[src/inc/sicp_defs.svh]
`ifndef SICP_DEFS_SVH
`define SICP_DEFS_SVH

// ----------------------------------------------------------------------------
// register indices (byte address is four times the index)
// ----------------------------------------------------------------------------
`define SICP_IDX_PWR 10'h001
`define SICP_IDX_CFG 10'h004
`define SICP_IDX_STAT 10'h00c
`define SICP_IDX_AUD 10'h012
`define SICP_IDX_INTCTL 10'h0c6
`define SICP_IDX_ISR 10'h0c7

// ----------------------------------------------------------------------------
// field positions
// ----------------------------------------------------------------------------
`define SICP_PWR_RPD_EN 7
`define SICP_PWR_SLEEP_EN 6
`define SICP_CFG_LF_HI 1
`define SICP_CFG_LF_LO 0
`define SICP_CFG_FILT_EN 2
`define SICP_CFG_EDGE_SEL 3
`define SICP_CFG_REPEATER 4
`define SICP_CFG_BACKCOMP 5
`define SICP_AUD_CHB 0
`define SICP_AUD_C18 2
`define SICP_INT_FWD_A 5
`define SICP_INT_FWD_B 0
`define SICP_STAT_LINK 0
`define SICP_STAT_PCLK 1
`define SICP_STAT_SLEEP 2
`define SICP_STAT_RPD 3
`define SICP_ISR_PEND 0
`define SICP_ISR_LEVEL 1

// ----------------------------------------------------------------------------
// reset values
// ----------------------------------------------------------------------------
`define SICP_PWR_RST 8'h00
`define SICP_CFG_RST 8'h0c
`define SICP_AUD_RST 8'h00
`define SICP_INTCTL_RST 8'h00

// ----------------------------------------------------------------------------
// timing and data shaping
// ----------------------------------------------------------------------------
`define SICP_CLK_MHZ 250
`define SICP_PCLK_LOSS_NS 1000
`define SICP_PCLK_LOSS_CYC ((`SICP_PCLK_LOSS_NS * `SICP_CLK_MHZ) / 1000)
`define SICP_WIN_PCLK 130
`define SICP_MIN_PULSE 3
`define SICP_STRAP_MODES 10
`define SICP_COLOR18_MASK 24'hfcfcfc

`endif

[src/inc/sicp_pkg.sv]
package sicp_pkg;

    // link power state
    typedef enum logic [1:0] {
        SICP_ST_PDOWN,
        SICP_ST_ACTIVE,
        SICP_ST_REMOTE_PD,
        SICP_ST_SLEEP
    } sicp_state_t;

    // settings carried by the strap level
    typedef struct packed {
        logic low_freq;
        logic repeater;
        logic backcomp;
        logic audio_b;
    } sicp_strap_t;

endpackage

[src/hdl/sicp_ctrl.sv]
// Notes on behaviour
// - filter on: 2 edges/130, drop under 3
// - filter off: 2 edges/130, any width
// - frame_sync: one edge per 130
// - powerdown_n low disables link
// - remote power-down: reduced power, auto-return
// - pixel clock loss: sleep, relock on return
// - registers kept through clock loss, sleep
// - link fault reads zero at status bit0
// - edge select: one rising, zero falling
// - low_freq_range from register or strap
// - remote interrupt low drives pin low
// - status read clears pending, releases pin
// - new interrupt only on next falling edge
// - configuration from register or strap pin
// - strap level decodes to four settings
// - repeater off by default
// - backward-compatible off by default
// - audio channel b: 18-bit colour input
// - audio channel b also set by register
`timescale 1ns/1ps
`default_nettype none
`include "sicp_defs.svh"

module sicp_ctrl
    import sicp_pkg::*;
(
    // system clock and reset
    input wire logic clk_sys,
    input wire logic rst_n,
    // apb slave
    input wire logic psel,
    input wire logic penable,
    input wire logic pwrite,
    input wire logic [11:0] paddr,
    input wire logic [31:0] pwdata,
    output logic [31:0] prdata,
    output logic pready,
    output logic pslverr,
    // parallel video input pins
    input wire logic pclk_in,
    input wire logic [23:0] pixel_data_in,
    input wire logic video_active_flag,
    input wire logic line_sync,
    input wire logic frame_sync,
    input wire logic secondary_audio_data,
    // power, strap and link status pins
    input wire logic powerdown_n,
    input wire logic [3:0] config_strap_level,
    input wire logic link_detect,
    input wire logic remote_powered_down,
    input wire logic remote_interrupt_in,
    // towards the serial encoder
    output logic [23:0] link_pixel_data,
    output logic link_pixel_stb,
    output logic link_active_flag,
    output logic link_line_sync,
    output logic link_frame_sync,
    output logic link_audio_data,
    output logic link_enable,
    output logic link_sleep,
    output logic link_reduced_power,
    // mode outputs
    output logic low_freq_range,
    output logic repeater_mode,
    output logic legacy_format,
    output logic audio_b_mode,
    output logic color18_mode,
    // interrupt pin
    output logic interrupt_out_n
);

    // ------------------------------------------------------------------------
    // input synchronisers
    // ------------------------------------------------------------------------
    localparam int SW = 37;
    logic [SW-1:0] sync1_q;
    logic [SW-1:0] sync2_q;
    wire [SW-1:0] pins_raw = {pclk_in, powerdown_n, link_detect, remote_powered_down,
                              remote_interrupt_in, frame_sync, line_sync,
                              video_active_flag, secondary_audio_data, pixel_data_in,
                              config_strap_level};

    // every pin comes from outside this clock, so all go through two stages
    always_ff @(posedge clk_sys or negedge rst_n) begin
        if (!rst_n) begin
            sync1_q <= '0;
            sync2_q <= '0;
        end else begin
            sync1_q <= pins_raw;
            sync2_q <= sync1_q;
        end
    end

    wire pclk_s = sync2_q[36];
    wire pdn_s = sync2_q[35];
    wire link_ok_s = sync2_q[34];
    wire rpd_s = sync2_q[33];
    wire rint_s = sync2_q[32];
    wire [2:0] ctl_s = sync2_q[31:29];
    wire aud_s = sync2_q[28];
    wire [23:0] din_s = sync2_q[27:4];
    wire [3:0] strap_s = sync2_q[3:0];

    // ------------------------------------------------------------------------
    // pixel clock edges and loss detection
    // ------------------------------------------------------------------------
    logic pclk_d_q;
    logic rint_d_q;
    logic [8:0] loss_cnt_q;
    logic pclk_lost_q;
    wire pclk_rise = pclk_s & ~pclk_d_q;
    wire pclk_fall = ~pclk_s & pclk_d_q;
    wire rint_fall = rint_d_q & ~rint_s;

    // clock is called lost after about 1 us without a rising edge
    always_ff @(posedge clk_sys or negedge rst_n) begin
        if (!rst_n) begin
            pclk_d_q <= 1'b0;
            rint_d_q <= 1'b0; // same as the synchroniser, so no false fall
            loss_cnt_q <= '0;
            pclk_lost_q <= 1'b1;
        end else begin
            pclk_d_q <= pclk_s;
            rint_d_q <= rint_s;
            if (pclk_rise) begin
                loss_cnt_q <= '0;
                pclk_lost_q <= 1'b0;
            end else if (loss_cnt_q == 9'(`SICP_PCLK_LOSS_CYC - 1)) begin
                pclk_lost_q <= 1'b1;
            end else begin
                loss_cnt_q <= loss_cnt_q + 9'd1;
            end
        end
    end

    // ------------------------------------------------------------------------
    // registers
    // ------------------------------------------------------------------------
    // registers only see rst_n, so clock loss and sleep leave them intact
    logic [7:0] pwr_q;
    logic [7:0] cfg_q;
    logic [7:0] aud_q;
    logic [7:0] intctl_q;
    logic int_pend_q;
    sicp_state_t state_q;
    sicp_strap_t strap_q;

    function automatic logic hit(input logic [11:0] a, input logic [9:0] idx);
        hit = (a[11:2] == idx);
    endfunction

    wire hit_pwr = hit(paddr, `SICP_IDX_PWR);
    wire hit_cfg = hit(paddr, `SICP_IDX_CFG);
    wire hit_stat = hit(paddr, `SICP_IDX_STAT);
    wire hit_aud = hit(paddr, `SICP_IDX_AUD);
    wire hit_intctl = hit(paddr, `SICP_IDX_INTCTL);
    wire hit_isr = hit(paddr, `SICP_IDX_ISR);
    wire hit_any = hit_pwr | hit_cfg | hit_stat | hit_aud | hit_intctl | hit_isr;
    wire setup_ph = psel & ~penable;
    wire access_done = psel & penable & pready;
    wire wr_en = access_done & pwrite & ~pslverr;
    wire isr_read = access_done & ~pwrite & hit_isr;

    // status: link bit is zero under any cable fault
    wire [7:0] stat_val = {4'h0,
                           state_q == SICP_ST_REMOTE_PD,
                           state_q == SICP_ST_SLEEP,
                           ~pclk_lost_q,
                           link_ok_s};
    wire [7:0] isr_val = {6'h00, ~rint_s, int_pend_q};

    // read mux, registered in the setup cycle
    wire [7:0] rd_mux = hit_pwr ? pwr_q :
                        hit_cfg ? cfg_q :
                        hit_stat ? stat_val :
                        hit_aud ? aud_q :
                        hit_intctl ? intctl_q :
                        hit_isr ? isr_val : 8'h00;

    // one wait-free access phase: pready rises the cycle after setup
    always_ff @(posedge clk_sys or negedge rst_n) begin
        if (!rst_n) begin
            pready <= 1'b0;
            pslverr <= 1'b0;
            prdata <= '0;
        end else begin
            pready <= setup_ph;
            pslverr <= setup_ph & ~hit_any;
            if (setup_ph) begin
                prdata <= {24'h000000, rd_mux};
            end
        end
    end

    // writable registers; intctl keeps only the two forwarding bits
    always_ff @(posedge clk_sys or negedge rst_n) begin
        if (!rst_n) begin
            pwr_q <= `SICP_PWR_RST;
            cfg_q <= `SICP_CFG_RST;
            aud_q <= `SICP_AUD_RST;
            intctl_q <= `SICP_INTCTL_RST;
        end else if (wr_en) begin
            if (hit_pwr) pwr_q <= pwdata[7:0] & 8'hc0;
            if (hit_cfg) cfg_q <= pwdata[7:0] & 8'h3f;
            if (hit_aud) aud_q <= pwdata[7:0] & 8'h05;
            if (hit_intctl) intctl_q <= pwdata[7:0] & 8'h21;
        end
    end

    // ------------------------------------------------------------------------
    // interrupt forwarding
    // ------------------------------------------------------------------------
    // both enable bits must be written by the controller first
    wire int_fwd_en = intctl_q[`SICP_INT_FWD_A] & intctl_q[`SICP_INT_FWD_B];
    // only a fresh falling edge raises it; a held low level does not re-arm
    wire int_set = int_fwd_en & rint_fall;
    wire int_pend_d = int_set | (int_pend_q & ~isr_read);

    // set wins over the clearing read in the same cycle
    always_ff @(posedge clk_sys or negedge rst_n) begin
        if (!rst_n) begin
            int_pend_q <= 1'b0;
            interrupt_out_n <= 1'b1;
        end else begin
            int_pend_q <= int_pend_d;
            interrupt_out_n <= ~int_pend_d;
        end
    end

    // ------------------------------------------------------------------------
    // strap decode and power state
    // ------------------------------------------------------------------------
    // strap level index 0..9, one per resistor ratio; others read as index 0
    function automatic sicp_strap_t strap_decode(input logic [3:0] lvl);
        unique case (lvl)
            4'h1: strap_decode = '{1'b0, 1'b0, 1'b0, 1'b1};
            4'h2: strap_decode = '{1'b0, 1'b1, 1'b0, 1'b0};
            4'h3: strap_decode = '{1'b0, 1'b1, 1'b0, 1'b1};
            4'h4: strap_decode = '{1'b1, 1'b0, 1'b0, 1'b0};
            4'h5: strap_decode = '{1'b1, 1'b0, 1'b0, 1'b1};
            4'h6: strap_decode = '{1'b1, 1'b1, 1'b0, 1'b0};
            4'h7: strap_decode = '{1'b1, 1'b1, 1'b0, 1'b1};
            4'h8: strap_decode = '{1'b0, 1'b0, 1'b1, 1'b0};
            4'h9: strap_decode = '{1'b1, 1'b0, 1'b1, 1'b0};
            default: strap_decode = '{1'b0, 1'b0, 1'b0, 1'b0};
        endcase
    endfunction

    wire rpd_en = pwr_q[`SICP_PWR_RPD_EN];
    wire sleep_en = pwr_q[`SICP_PWR_SLEEP_EN];
    wire lf_reg = |cfg_q[`SICP_CFG_LF_HI:`SICP_CFG_LF_LO];
    wire release_pd = (state_q == SICP_ST_PDOWN) & pdn_s;
    sicp_state_t state_d;
    wire sicp_strap_t strap_dec = strap_decode(strap_s);

    // next power state
    always_comb begin
        state_d = state_q;
        unique case (state_q)
            SICP_ST_PDOWN: begin
                if (pdn_s) state_d = SICP_ST_ACTIVE;
            end
            SICP_ST_ACTIVE: begin
                if (sleep_en && pclk_lost_q) state_d = SICP_ST_SLEEP;
                else if (rpd_en && rpd_s) state_d = SICP_ST_REMOTE_PD;
            end
            SICP_ST_REMOTE_PD: begin
                if (!rpd_en || !rpd_s) state_d = SICP_ST_ACTIVE;
            end
            SICP_ST_SLEEP: begin
                if (!sleep_en || !pclk_lost_q) state_d = SICP_ST_ACTIVE;
            end
        endcase
        if (!pdn_s) state_d = SICP_ST_PDOWN;
    end

    // strap and range are caught only as power-down is released
    always_ff @(posedge clk_sys or negedge rst_n) begin
        if (!rst_n) begin
            state_q <= SICP_ST_PDOWN;
            strap_q <= '0;
            low_freq_range <= 1'b0;
        end else begin
            state_q <= state_d;
            if (release_pd) begin
                strap_q <= strap_dec;
                low_freq_range <= strap_dec.low_freq | lf_reg;
            end
        end
    end

    // register bit or strap may select each setting
    wire rep_eff = strap_q.repeater | cfg_q[`SICP_CFG_REPEATER];
    wire bc_eff = strap_q.backcomp | cfg_q[`SICP_CFG_BACKCOMP];
    wire audb_eff = strap_q.audio_b | aud_q[`SICP_AUD_CHB];
    wire c18_eff = audb_eff | aud_q[`SICP_AUD_C18];
    // no capture on the cycle that leaves active, so a strobe never outlives enable
    wire active = (state_q == SICP_ST_ACTIVE) & (state_d == SICP_ST_ACTIVE);

    // ------------------------------------------------------------------------
    // pixel capture
    // ------------------------------------------------------------------------
    wire edge_sel = cfg_q[`SICP_CFG_EDGE_SEL];
    wire tick = active & (edge_sel ? pclk_rise : pclk_fall);
    wire filt_en = cfg_q[`SICP_CFG_FILT_EN];
    wire [23:0] pix_masked = c18_eff ? (din_s & `SICP_COLOR18_MASK) : din_s;
    // capture on the selected pixel edge; audio input gated by channel b
    always_ff @(posedge clk_sys or negedge rst_n) begin
        if (!rst_n) begin
            link_pixel_data <= '0;
            link_pixel_stb <= 1'b0;
            link_audio_data <= 1'b0;
        end else begin
            link_pixel_stb <= tick;
            if (tick) begin
                link_pixel_data <= pix_masked;
                link_audio_data <= audb_eff & aud_s;
            end
        end
    end

    // ------------------------------------------------------------------------
    // control signal filter: 0 active flag, 1 line sync, 2 frame sync
    // ------------------------------------------------------------------------
    logic [2:0] ctl_out;
    genvar g;
    for (g = 0; g < 3; g++) begin : g_filt
        logic [1:0] run_q;
        logic [7:0] age_last_q;
        logic [7:0] age_prev_q;
        logic out_q;
        wire differs = ctl_s[g] ^ out_q;
        // frame sync is never shortened by the filter but needs 130 between edges
        wire [1:0] need_m1 = (filt_en && g < 2) ? 2'(`SICP_MIN_PULSE - 1) : 2'd0;
        wire [7:0] gate_age = (g == 2) ? age_last_q : age_prev_q;
        wire room = gate_age >= 8'(`SICP_WIN_PCLK - 1);
        wire fwd = tick & differs & (run_q >= need_m1) & room;

        // ages saturate so an idle signal passes its first edges at once
        always_ff @(posedge clk_sys or negedge rst_n) begin
            if (!rst_n) begin
                run_q <= '0;
                age_last_q <= 8'hff;
                age_prev_q <= 8'hff;
                out_q <= 1'b0;
            end else if (tick) begin
                if (fwd) begin
                    out_q <= ctl_s[g];
                    run_q <= '0;
                    age_prev_q <= age_last_q;
                    age_last_q <= '0;
                end else begin
                    run_q <= !differs ? 2'd0 : (run_q == 2'd3 ? run_q : run_q + 2'd1);
                    if (age_last_q != 8'hff) age_last_q <= age_last_q + 8'd1;
                    if (age_prev_q != 8'hff) age_prev_q <= age_prev_q + 8'd1;
                end
            end
        end
        assign ctl_out[g] = out_q;
    end

    // ------------------------------------------------------------------------
    // output registers
    // ------------------------------------------------------------------------
    // mode and power outputs, one cycle behind their sources
    always_ff @(posedge clk_sys or negedge rst_n) begin
        if (!rst_n) begin
            link_enable <= 1'b0;
            link_sleep <= 1'b0;
            link_reduced_power <= 1'b0;
            repeater_mode <= 1'b0;
            legacy_format <= 1'b0;
            audio_b_mode <= 1'b0;
            color18_mode <= 1'b0;
        end else begin
            link_enable <= (state_d == SICP_ST_ACTIVE);
            link_sleep <= (state_d == SICP_ST_SLEEP);
            link_reduced_power <= (state_d == SICP_ST_REMOTE_PD);
            repeater_mode <= rep_eff;
            legacy_format <= bc_eff;
            audio_b_mode <= audb_eff;
            color18_mode <= c18_eff;
        end
    end

    assign link_active_flag = ctl_out[0];
    assign link_line_sync = ctl_out[1];
    assign link_frame_sync = ctl_out[2];

endmodule

`default_nettype wire

[config.mk]
export PLATFORM = sky130hd
export DESIGN_NAME = sicp_ctrl
export DESIGN_NICKNAME = d
export VERILOG_FILES = /design/src/inc/sicp_pkg.sv /design/src/hdl/sicp_ctrl.sv
export VERILOG_INCLUDE_DIRS = /design/src /design/src/inc
export SDC_FILE = /design/constraint.sdc
export NUM_CORES = 1
export LEC_CHECK = 0
export ABC_AREA = 1
export BUFFER_PORTS_ARGS = -buffer_cell sky130_fd_sc_hd__buf_2
export CORE_UTILIZATION = 42
export DETAILED_ROUTE_END_ITERATION = 12
export PLACE_DENSITY = 0.67
export SLEW_MARGIN = 20
export SYNTH_ARGS = -nofsm -noshare
export SYNTH_HDL_FRONTEND = slang
export SYNTH_SLANG_ARGS = --single-unit
export TNS_END_PERCENT = 50
[constraint.sdc]
create_clock -name clk_sys -period 4.6 [get_ports clk_sys]
set_input_delay 0.69 -clock clk_sys [delete_from_list [all_inputs] [get_ports clk_sys]]
set_output_delay 0.69 -clock clk_sys [all_outputs]
set_load 0.03 [all_outputs]
* Word level (Yosys, flattened, before mapping) *
Memories as Yosys holds them, arrays and structs flattened.
Index checks and enable logic that the tools add are counted.

word-level totals
  input bits = 86
  word-level logic and storage cells = 202
  flip-flop bits (word level) = 198
  bits in read-only memories = 64
  memories = 1
  output and inout bits = 72

memories
  memory           depth  width  read ports  clocked after memory_dff  wr ports  line              source
  (no name shown)  16     4      1           0                         0         sicp_ctrl.sv:236  unique case (lvl)

operators by class
  $add $sub $neg = 9
  multiplexer cells = 38
  bitwise logic cells = 51
  order comparisons = 6
  eq/ne operators = 25
  reductions and logical operators = 31

operators with widths
  cell                   number
  $mux W8                11
  $add A8 B1 Y8 const B  5
  $ne A8 B8 Y1 const B   5
  $mux W2                16
  $reduce_and A2 Y1      15
  $and A1 B1 Y1          27
  $ge A8 B8 Y1 const B   3
  $mux W6                4
  $eq A10 B8 Y1 const B  2
  $mux W18               1
  $mux W9                2
  $eq A2 B2 Y1 const B   7
  $reduce_bool A2 Y1     6
  $or A1 B1 Y1           11
  $eq A10 B1 Y1 const B  1
  $eq A10 B3 Y1 const B  1
  $eq A10 B4 Y1 const B  1
  $eq A10 B5 Y1 const B  1
  $not A1 Y1             10
  $add A9 B1 Y9 const B  1
  $eq A9 B8 Y1 const B   1
  $ne A3 B3 Y1 const B   3
  $pmux W2 S4            1
  $add A2 B1 Y2 const B  3
  11 further kinds       22

* Depth between registers and ports, before layout *
Gate-level depths: netlist of run 1.

  depth in word-level cells = 13
  depth in mapped cells = 13
  mapped depth without buffers = 12

* Worst setup path after synthesis of run 1 *
Ideal clock, no wire load.

  kind = register -> register
  start = reg cfg_q[2]
  end = reg g_filt[0].age_prev_q[1]
  required time = 4.521 ns
  clock period less this slack = 1.797 ns
  library setup time = 0.079 ns
  path slack = 2.803 ns
  data arrival time = 1.718 ns
  stages on the path, launching flop included = 12
  path buffers = 1
  cells stage by stage = dfstp_2 > ha_1 > inv_1 > o21ai_0 > nand2_1 > nor2_2 > nand2_2 > nor2_4 > inv_2 > buf_6 > o21ai_1 > nand2_1

between the ends
  cells in the longest elaborated chain, start to end = 6
  elaborated cells on any way between the ends = 7
  classes of those cells = order compare (1); mux (2); bitwise (2); reduce/logical (2)

RTL lines
  what                                 line              source
  start, declared                      sicp_ctrl.sv:142  logic [7:0] cfg_q;
  start signal, assigned               sicp_ctrl.sv:200  cfg_q <= `SICP_CFG_RST;
  start signal, assigned               sicp_ctrl.sv:205  if (hit_cfg) cfg_q <= pwdata[7:0] & 8'h3f;
  $mux W2 (*)                          sicp_ctrl.sv:335  wire [1:0] need_m1 = (filt_en && g < 2) ? 2'(`SICP_MIN_PULSE - 1) : 2'd0;
  $ge A2 B2 Y1 (*)                     sicp_ctrl.sv:338  wire fwd = tick & differs & (run_q >= need_m1) & room;
  $and A1 B1 Y1 (*) (2 in series)      sicp_ctrl.sv:338
  $reduce_bool A2 Y1 (no source line)  -
  $reduce_and A2 Y1 (no source line)   -
  end signal, assigned                 sicp_ctrl.sv:351  age_prev_q <= age_last_q;
  end signal, assigned                 sicp_ctrl.sv:356  if (age_prev_q != 8'hff) age_prev_q <= age_prev_q + 8'd1;
  end, declared                        sicp_ctrl.sv:331  logic [7:0] age_prev_q;

Mark *: on every way between the ends. The rest lies on a longest branch, timed or not.
A chain may end at the register's enable or synchronous reset.

* Final worst setup path of run 1 *
  start = reg pclk_lost_q
  end = reg g_filt[0].age_prev_q[7]

between the ends
  cells in the longest elaborated chain, start to end = 13
  elaborated cells on any way between the ends = 16
  classes of those cells = eq/ne (1); mux (5); bitwise (5); reduce/logical (5)

RTL lines
  what                                 line              source
  start, declared                      sicp_ctrl.sv:111  logic pclk_lost_q;
  start signal, assigned               sicp_ctrl.sv:122  pclk_lost_q <= 1'b1;
  start signal, assigned               sicp_ctrl.sv:128  pclk_lost_q <= 1'b0;
  start signal, assigned               sicp_ctrl.sv:130  pclk_lost_q <= 1'b1;
  $logic_not A1 Y1                     sicp_ctrl.sv:272  if (!sleep_en || !pclk_lost_q) state_d = SICP_ST_ACTIVE;
  $logic_or A1 B1 Y1                   sicp_ctrl.sv:272
  $mux W2                              sicp_ctrl.sv:272
  $pmux W2 S4 (*)                      sicp_ctrl.sv:260  unique case (state_q)
  $mux W2 (*)                          sicp_ctrl.sv:275  if (!pdn_s) state_d = SICP_ST_PDOWN;
  $eq A2 B1 Y1 (*)                     sicp_ctrl.sv:299  wire active = (state_q == SICP_ST_ACTIVE) & (state_d == SICP_ST_ACTIVE);
  $and A1 B1 Y1 (*)                    sicp_ctrl.sv:299
  $and A1 B1 Y1 (*)                    sicp_ctrl.sv:305  wire tick = active & (edge_sel ? pclk_rise : pclk_fall);
  $and A1 B1 Y1 (3 in series)          sicp_ctrl.sv:338
  $reduce_bool A2 Y1 (no source line)  -
  $reduce_and A2 Y1 (no source line)   -

Marks and branches as above.

==> results of run 1 <==
-- power by group --
part / switching [W] / internal, W / leakage (nW)
Clock: 0.000681 / 0.000800 / 0.294
Sequential: 0.000161 / 0.00196 / 2.33
Combinational: 0.000477 / 0.000247 / 2.36
-- sequential cells by signal (all words and copies together), names as in the netlist, 2 cells and up --
register,cells
strap_q,3
pwr_q,2
g_filt.age_prev_q,16
prdata,8
g_filt.age_last_q,24
state_q,2
aud_q,2
loss_cnt_q,9
cfg_q,6
link_pixel_data,24
sync1_q,37
intctl_q,2
sync2_q,37
g_filt.run_q,4
-- logic make-up after synthesis --
kind of cell,Yosys count
xor gates and xnor gates,23
adders and majority gates,17
AOI/OAI and AO/OA,86
other,1
and+or+nand+nor,452
buffers and inverters,157
DFF,196
-- worst paths after layout --
path                                      endpoint  slack (ps)  cells after the start
min in group clk_sys                   sync2_q[21]         350                      0
min reg2reg                            sync2_q[21]         350                      0
max reg2reg                g_filt[0].age_prev_q[7]        2010                     10
max in group asynchronous  g_filt[1].age_prev_q[5]        3350                      2
min                                     sync2_q[2]         290                      1
max                        g_filt[0].age_prev_q[7]        2010                     10
-- cells in the mapped netlist, types with 4 or more instances --
library cell,n
a21oi_1,20
buf_2,5
buf_4,27
buf_6,4
dfrtp_1,152
dfstp_2,44
ha_1,17
inv_1,112
inv_2,4
nand2_1,280
nand3_1,54
nand4_1,12
nor2_1,68
nor2_2,4
nor2_4,5
nor3_1,13
nor3b_1,4
o21ai_0,47
o21ai_1,6
o31ai_1,5
xor2_1,20
-- through the flow --
stage | hold slack (ps) | setup WS, ps | instances | total power (W)
global placement | 331.7 | 1983 | 1292 | 0.002858
finish | 290.1 | 2007 | 1324 | 0.004325
floorplan | 331.2 | 2803 | 955 | 0.002656
CTS | 335.0 | 1960 | 1324 | 0.004379
detailed placement | 334.7 | 1978 | 1292 | 0.002881
global route | 334.8 | 1750 | 1324 | 0.004581
-- layout make-up --
cell class	instances	area, um2	share of cell area
clock buffers	20	456.7	0.04644
clock inverters	12	132.6	0.01349
inverters	119	451.7	0.04593
multi-input cells	602	2923	0.2972
flip-flops and latches	196	4960	0.5043
well taps	265	331.6	0.03372
repair buffers	110	579.3	0.05891
-- layer usage --
layer / part of all wire / vias up / track usage
met3: 0.042 / 9 / 0.04238
met1: 0.48 / 2776 / 0.2275
li1: - / 3102 / -
met5: 0 / - / 0
met4: 0.0096 / 0 / 0.05152
met2: 0.46 / 114 / 0.2533
-- worst max-delay path: cells and delay by family, from the launching register on --
family	cells	cell delay [ps]
buffers and inverters	3	960
flip-flops	1	570
AND/OR/NAND/NOR	7	960
==> impl_metrics.py, run 1 <==
metrics = {
    "clocking": {
        "postCtsSetupBuffers": 0,
        "cts_root_buf": "clkbuf_16",
        "cts.sinks": 196,
        "postCtsHoldBufs": 0,
        "cts_buffers": 17,
        "cts_tree": "built",
        "clkTransAtPathRegs_ps": 70,
        "ctsResizeCount": 0,
        "cts_buffer_depth": 2,
        "clk_latency_ps": 440,
        "h-tree-depth": 4,
    },
    "run_status": {
        "outcome": "complete, no violations",
    },
    "cells_and_area": {
        "fin_area_um2": 9834,
        "mostFrequentLayoutCells": "nand2_1, dfrtp_1, inv_1, buf_2, nor2_1",
        "post-route-util": 0.4988,
        "finalNetCount": 1149,
        "drive_gt1_frac": 0.1983,
        "layout_commonest_cell": "nand2_1",
        "antennaDiodeCount": 0,
        "area_delta_synth_final_pct": 15.10,
        "fillers": 1794,
    },
    "logic_synthesis": {
        "avgSynthCellArea_um2": 9.168,
        "synth_edf_count": 0,
        "synthCells": 932,
        "synth_area_um2": 8544,
        "synth_compound_area_frac": 0.05535,
        "synth_top_family_by_area": "simple AND/OR/NAND/NOR gates",
        "synth-async-reset-ratio": 1.000,
        "synth.top_cell.area_share": 0.4452,
        "ys_seq_area_frac": 0.5805,
        "ys.flop_type": "dfrtp_1",
        "synth.largest_area_cell": "dfrtp_1",
        "synth_seq_cells": 196,
        "synth_cell_types": 40,
        "synth_mux_area_frac": 0,
        "yosys_warnings": 0,
        "synth_area_leaders": "dfrtp_1, dfstp_2, nand2_1",
        "synthAdderAreaFrac": 0.02489,
        "synthSimpleGateAreaFrac": 0.2277,
        "synthXorXnorAreaFrac": 0.02358,
    },
    "die": {
        "io-pin-count": 158,
        "die_x_um": 144.6,
        "die_area_um2": 20920,
        "initial_core_util": 0.4333,
        "row_count": 51,
        "core_um2": 19720,
        "dieHeight_um": 144.6,
    },
    "global_route": {
        "grt_pass1_wl_um": 26840,
        "antenna_found_initial": 0,
        "grt_max_degree": 105,
        "grt_overflow_total": 0,
        "track_usage": 0.1647,
        "first_global_vias": 5632,
    },
    "worst_setup_path": {
        "cp_cell_sequence": "nand3_1 -> nand2_1 -> nand2_1 -> nand3_4 -> buf_4 -> inv_2 -> nand2_1 -> inv_1 -> nand3_1 -> nand2_1",
        "worstPathArrival_ps": 2950,
        "endpoint_kind": "flop",
        "worstPathRequired_ps": 4960,
        "critPathKind": "flop to flop",
        "critPathMaxFanout": 39,
        "critPathSlowestCell": "dfstp_2",
        "path_common_cell": "nand2_1",
        "cp-startpoint": "pclk_lost_q",
        "cp-start-kind": "flop",
        "max_stage_delay_ps": 570,
        "regToRegStartpoint": "pclk_lost_q",
    },
    "timing": {
        "maxSlewViolCount": 0,
        "maxSlewHeadroom": 0.5138,
        "finalSetupViolations": 0,
        "hold_viol": 0,
        "rsz0062_at_grt": "no",
        "finalSetupTns_ps": 0,
        "fmax_mhz": 385.6,
        "fin_crit_sh": 0.5638,
        "worst_pin_slew_ps": 729.3,
        "fin_skew_ps": 15.75,
        "fin_crit_ps": 2593,
    },
    "power_and_ir_drop": {
        "peakVddDrop_uv": 311.8,
        "power_leakage_nw": 4.987,
        "powerDensity_nw_per_um2": 439.8,
    },
    "route": {
        "avgRoutedWirePerCell_um": 12.01,
        "via_per_inst": 4.532,
        "drt-pass1-iter-count": 5,
        "postRouteAntennaNets": 0,
        "drc": 0,
        "vias": 6001,
        "totalWireLength_um": 15900,
        "drt_iter0_markers": 346,
    },
    "placement": {
        "hpwlAfterDp_um": 11070,
        "globalplace.congestion": 0.8154,
        "dpl_cell_area_um2": 9245,
        "numPortBuffers": 107,
    },
    "run": {
        "drv_cap": 0,
    },
    "hold_path": {
        "min_path_type": "primary input to async pin",
    },
}
Power figures use the tool's default switching activity.
==> run 2, diff against run 1 <==
==> constraint.sdc (replaced) <==
create_clock -name clk_sys -period 2.56 [get_ports clk_sys]
set_input_delay 0.384 -clock clk_sys [delete_from_list [all_inputs] [get_ports clk_sys]]
set_output_delay 0.384 -clock clk_sys [all_outputs]
set_load 0.03 [all_outputs]
==> impl_metrics.py, run 2 (synthesized netlist as in run 1, its figures left out) <==
metrics = {
    "run_status": {
        "outcome": "complete, no violations",
    },
    "worst_setup_path": {
        "worstRegToRegCells": 12,
        "r2r_setup_slack_ps": 350,
        "r2r_end": "g_filt[0].age_prev_q[6]",
        "endpoint_kind": "flop",
        "path_common_cell": "nand2_1",
        "max_stage_delay_ps": 550,
        "critPathKind": "flop to flop",
        "worstPathArrival_ps": 2580,
        "critPathSlowestCell": "dfstp_2",
        "critPathMaxFanout": 11,
        "endpoint": "g_filt[0].age_prev_q[6]",
        "worstSetupPathDepth": 12,
        "cp-startpoint": "g_filt[0].age_prev_q[1]",
        "cp_cell_sequence": "inv_1 -> ha_1 -> nor2_1 -> nand2_1 -> nor2_1 -> nor2_2 -> nand2_2 -> nand2_1 -> nand2_1 -> inv_1 -> nand3_1 -> nand2_1",
        "crit_family": "simple AND/OR/NAND/NOR gates",
        "cp-start-kind": "flop",
        "path_buf_inv": 2,
        "worstPathRequired_ps": 2930,
        "regToRegStartpoint": "g_filt[0].age_prev_q[1]",
    },
    "power_and_ir_drop": {
        "power_leakage_nw": 5.019,
        "power.share.sequential": 0.489,
        "switchingPower_w": 0.002472,
        "power_w": 0.007774,
        "peakVddDrop_uv": 475.8,
        "powerDensity_nw_per_um2": 784.0,
        "p_comb_frac": 0.170,
        "pwr-share-clk": 0.341,
        "sw_frac_of_total": 0.3180,
        "p_int_w": 0.005302,
    },
    "clocking": {
        "cts_buffers": 17,
        "ctsResizeCount": 0,
        "postCtsSetupBuffers": 0,
        "cts_tree": "built",
        "cts_buffer_depth": 2,
        "cts_root_buf": "clkbuf_16",
        "clk_latency_ps": 440,
        "h-tree-depth": 4,
        "cts.sinks": 196,
        "clkTransAtPathRegs_ps": 80,
    },
    "cells_and_area": {
        "layoutNonFillerInstCount": 1331,
        "drive_gt1_frac": 0.2028,
        "top_regs": "sync1_q (37), sync2_q (37)",
        "mostFrequentLayoutCells": "nand2_1, dfrtp_1, inv_1, buf_2, nor2_1",
        "layout_commonest_cell": "nand2_1",
        "fin_area_um2": 9916,
        "finalNetCount": 1155,
        "area_delta_synth_final_pct": 16.05,
    },
    "timing": {
        "maxSlewViolCount": 0,
        "maxSlewHeadroom": 0.6157,
        "fmax_mhz": 452.0,
        "hold_ws_ps": 48.39,
        "finalSetupTns_ps": 0,
        "finalSetupViolations": 0,
        "fin_crit_sh": 0.8643,
        "rsz0062_at_grt": "no",
        "fin_crit_ps": 2213,
        "fin_skew_ps": 8.377,
        "hold_viol": 0,
        "worst_pin_slew_ps": 574.3,
    },
    "hold_path": {
        "min_path_type": "primary input to flop",
        "holdPathStages": 1,
    },
    "global_route": {
        "track_usage": 0.1696,
        "antenna_found_initial": 1,
        "grt_overflow_total": 0,
        "grt_max_degree": 63,
        "grt_pass1_wl_um": 27520,
        "first_global_vias": 5863,
    },
    "die": {
        "die_x_um": 144.6,
        "core_um2": 19720,
        "initial_core_util": 0.4333,
        "row_count": 51,
        "die_area_um2": 20920,
        "dieHeight_um": 144.6,
        "io-pin-count": 158,
    },
    "placement": {
        "dpl_cell_area_um2": 9295,
        "numPortBuffers": 107,
        "hpwlAfterDp_um": 11480,
        "globalplace.congestion": 0.8425,
        "placedCellCount": 1297,
    },
    "route": {
        "via_per_inst": 4.556,
        "totalWireLength_um": 16160,
        "drt-pass1-iter-count": 7,
        "postRouteAntennaNets": 0,
        "drc": 0,
        "vias": 6064,
        "avgRoutedWirePerCell_um": 12.14,
        "drt_iter0_markers": 328,
    },
    "run": {
        "drv_cap": 0,
    },
}
run 2: metal layers:
layer / GRT usage / wire [um] / vias up
li1: - / - / 3124
met5: 0 / 0 / -
met1: 0.2313 / 7667 / 2801
met4: 0.06205 / 297 / 0
met3: 0.03808 / 649 / 23
met2: 0.2647 / 7549 / 116
run 2: final cells by class:
type	instances	area, um2
clock buffer	17	425.4
inverter	119	451.7
sequential	196	4960
tap	265	331.6
fill	1797	9802
antenna	1	2.502
timing repair buffer	116	639.4
clock inverter	15	182.7
multi-input combinational	602	2923
run 2: how the worst min path moves through the flow:
stage             endpoint  slack (ps)         startpoint
2_1_floorplan     aud_q[0]          90              rst_n
3_3_place_gp   sync2_q[15]         330        sync1_q[15]
3_5_place_dp   sync2_q[10]         330        sync1_q[10]
4_1_cts        sync1_q[26]          30  pixel_data_in[22]
5_1_grt        sync1_q[17]          30  pixel_data_in[13]
6_report       sync1_q[26]          50  pixel_data_in[22]
run 2: worst reg2reg max path: stages, from the launching register on:
cell,delay [ps]
dfstp_2,550
inv_1,70
ha_1,180
nor2_1,90
nand2_1,50
nor2_1,200
nor2_2,70
nand2_2,150
nand2_1,70
nand2_1,300
inv_1,210
nand3_1,150
nand2_1,60
run 2: what timing repair did:
action / 4_1_cts / 5_1_grt
endpoints found under the hold margin: 42 / 0
hold buffers: 1 / 0
setup endpoints to repair: 0 / 0
run 2: stage by stage:
step                  util  setup WS [ps]
floorplan                -          763.3
global placement    0.4714          424.1
detailed placement  0.4714          386.9
CTS                 0.5028          363.4
global route        0.5029          123.6
finish              0.5029          347.4
run 2: power groups by stage:
stage / Clock (W) / Combinational [W] / Sequential (W)
finish: 0.00265 / 0.00132 / 0.00380
global route: 0.00285 / 0.00153 / 0.00386
CTS: 0.00274 / 0.00134 / 0.00380
detailed placement: 0 / 0.00133 / 0.00385
global placement: 0 / 0.00130 / 0.00385
floorplan: 0 / 0.000759 / 0.00401
==> run 3, diff against run 2 <==
--- a/config.mk
+++ b/config.mk
@@ -10,6 +10,7 @@
 export BUFFER_PORTS_ARGS = -buffer_cell sky130_fd_sc_hd__buf_2
 export CORE_UTILIZATION = 42
 export DETAILED_ROUTE_END_ITERATION = 12
+export GPL_TIMING_DRIVEN = 0
 export PLACE_DENSITY = 0.67
 export SLEW_MARGIN = 20
 export SYNTH_ARGS = -nofsm -noshare
==> impl_metrics.py, run 3 (synthesized netlist as in run 1, its figures left out) <==
metrics = {
    "hold_path": {
        "min_path_type": "primary input to flop",
        "holdPathStages": 1,
    },
    "route": {
        "totalWireLength_um": 16340,
        "drt_iter0_markers": 357,
        "avgRoutedWirePerCell_um": 11.99,
        "drc": 0,
        "via_per_inst": 4.538,
        "drt-pass1-iter-count": 5,
        "postRouteAntennaNets": 0,
        "vias": 6181,
    },
    "timing": {
        "fmax_mhz": 488.4,
        "rsz0062_at_grt": "no",
        "hold_viol": 0,
        "hold_ws_ps": 42.67,
        "worst_slack_ps": 512.6,
        "fin_skew_ps": 16.20,
        "worst_pin_slew_ps": 765.0,
        "maxSlewHeadroom": 0.4889,
        "fin_crit_sh": 0.7998,
        "maxSlewViolCount": 0,
        "finalSetupViolations": 0,
        "fin_crit_ps": 2047,
    },
    "global_route": {
        "first_global_vias": 5868,
        "track_usage": 0.1720,
        "grt_pass1_wl_um": 28070,
        "antenna_found_initial": 0,
        "grt_max_degree": 89,
        "grt_overflow_total": 0,
    },
    "clocking": {
        "cts_root_buf": "clkbuf_16",
        "cts_tree": "built",
        "clkTransAtPathRegs_ps": 80,
        "cts_buffers": 17,
        "postCtsSetupBuffers": 0,
        "ctsResizeCount": 0,
        "h-tree-depth": 4,
        "clk_latency_ps": 440,
        "cts.sinks": 196,
        "cts_buffer_depth": 2,
    },
    "cells_and_area": {
        "antennaDiodeCount": 0,
        "fillers": 1792,
        "finalNetCount": 1187,
        "drive_gt1_frac": 0.2252,
        "mostFrequentLayoutCells": "nand2_1, dfrtp_1, inv_1, buf_2, nor2_1",
        "top_regs": "sync1_q (37), sync2_q (37)",
        "area_delta_synth_final_pct": 19.74,
        "layout_commonest_cell": "nand2_1",
        "layoutNonFillerInstCount": 1362,
    },
    "placement": {
        "globalplace.congestion": 0.8306,
        "numPortBuffers": 107,
        "placedCellCount": 1329,
        "place_worst_setup_slack_ps": 492.5,
        "hpwlAfterDp_um": 11820,
    },
    "die": {
        "die_area_um2": 20920,
        "die_x_um": 144.6,
        "io-pin-count": 158,
        "initial_core_util": 0.4333,
        "row_count": 51,
        "core_um2": 19720,
        "dieHeight_um": 144.6,
    },
    "power_and_ir_drop": {
        "powerDensity_nw_per_um2": 783.4,
        "power_leakage_nw": 5.217,
        "peakVddDrop_uv": 525.9,
    },
    "worst_setup_path": {
        "max_stage_delay_ps": 580,
        "cp_cell_sequence": "ha_1 -> inv_1 -> o21ai_0 -> nand2_1 -> nor2_2 -> nand2_2 -> nor2_4 -> inv_2 -> buf_6 -> o21ai_1 -> nand2_1",
        "worstRegToRegCells": 11,
        "critPathMaxFanout": 10,
        "path_common_cell": "nand2_1",
        "cp-start-kind": "flop",
        "critPathKind": "flop to flop",
        "endpoint_kind": "flop",
        "worstPathRequired_ps": 2920,
        "critPathSlowestCell": "dfstp_2",
        "worstPathArrival_ps": 2410,
    },
    "run_status": {
        "outcome": "complete, no violations",
    },
    "run": {
        "drv_cap": 0,
    },
}
[run 3: cell types whose count changed in the layout (fill, tap and decap cells not counted), moves of 2 or more]
cell      change
buf_16        +2
buf_6         +4
buf_2         +5
buf_4        +21
clkinv_4      -2
inv_8         -4
inv_12        +5
[run 3: final timing paths]
check,from,to,slack (ps)
hold / removal,pixel_data_in[18],sync1_q[22],40
setup reg to reg,cfg_q[2],g_filt[0].age_prev_q[1],510
setup / recovery,cfg_q[2],g_filt[0].age_prev_q[1],510
hold reg to reg,sync1_q[30],sync2_q[30],350
min in group asynchronous,rst_n,sync1_q[3],390
max in group asynchronous,rst_n,g_filt[0].age_last_q[0],1460
[run 3: cell type report]
| class | instances | area, um2 | share of cell area |
|---|---|---|---|
| plain buffers | 38 | 296.5 | 0.02898 |
| clock buffers | 17 | 425.4 | 0.04158 |
| clock inverters | 15 | 232.7 | 0.02275 |
| inverters | 119 | 451.7 | 0.04415 |
| multi-input cells | 602 | 2923 | 0.2857 |
| flip-flops and latches | 196 | 4960 | 0.4848 |
| well taps | 265 | 331.6 | 0.03241 |
| repair buffers | 110 | 610.6 | 0.05968 |
[run 3: repair_timing]
action                                  4_1_cts  5_1_grt
endpoints found under the setup margin        0        0
hold buffers                                  1        0
hold endpoints to repair                     17        0
[run 3: where the power goes]
group          leakage [nW]  internal (W)  switching (W)
Clock                 0.316       0.00147        0.00138
Sequential             2.33       0.00352       0.000263
Combinational          2.57      0.000489       0.000896
[run 3: per-stage QoR]
stage	power [W]	util	setup TNS (ps)	instance area [um2]
detailed placement	0.005229	0.4850	0	9563
global route	0.008487	0.5189	0	10230
CTS	0.008108	0.5189	0	10230
global placement	0.005179	0.4817	-355260	9498
floorplan	0.004772	-	0	8631
finish	0.008015	0.5189	0	10230
[run 3: metal layers]
| layer | track usage | vias to the layer above | share of wire |
|---|---|---|---|
| met4 | 0.04820 | 0 | 0.0078 |
| li1 | - | 3170 | - |
| met3 | 0.03609 | 11 | 0.036 |
| met5 | 0 | - | 0 |
| met1 | 0.2404 | 2889 | 0.49 |
| met2 | 0.2702 | 111 | 0.46 |
[run 3: worst max-delay path: cells and delay by family (launching register included)]
kind,cells,cell delay (ps)
and+or+nand+nor,5,680
adders and majority gates,1,140
AOI/OAI and AO/OA,2,320
buffers and inverters,3,270
DFF,1,580
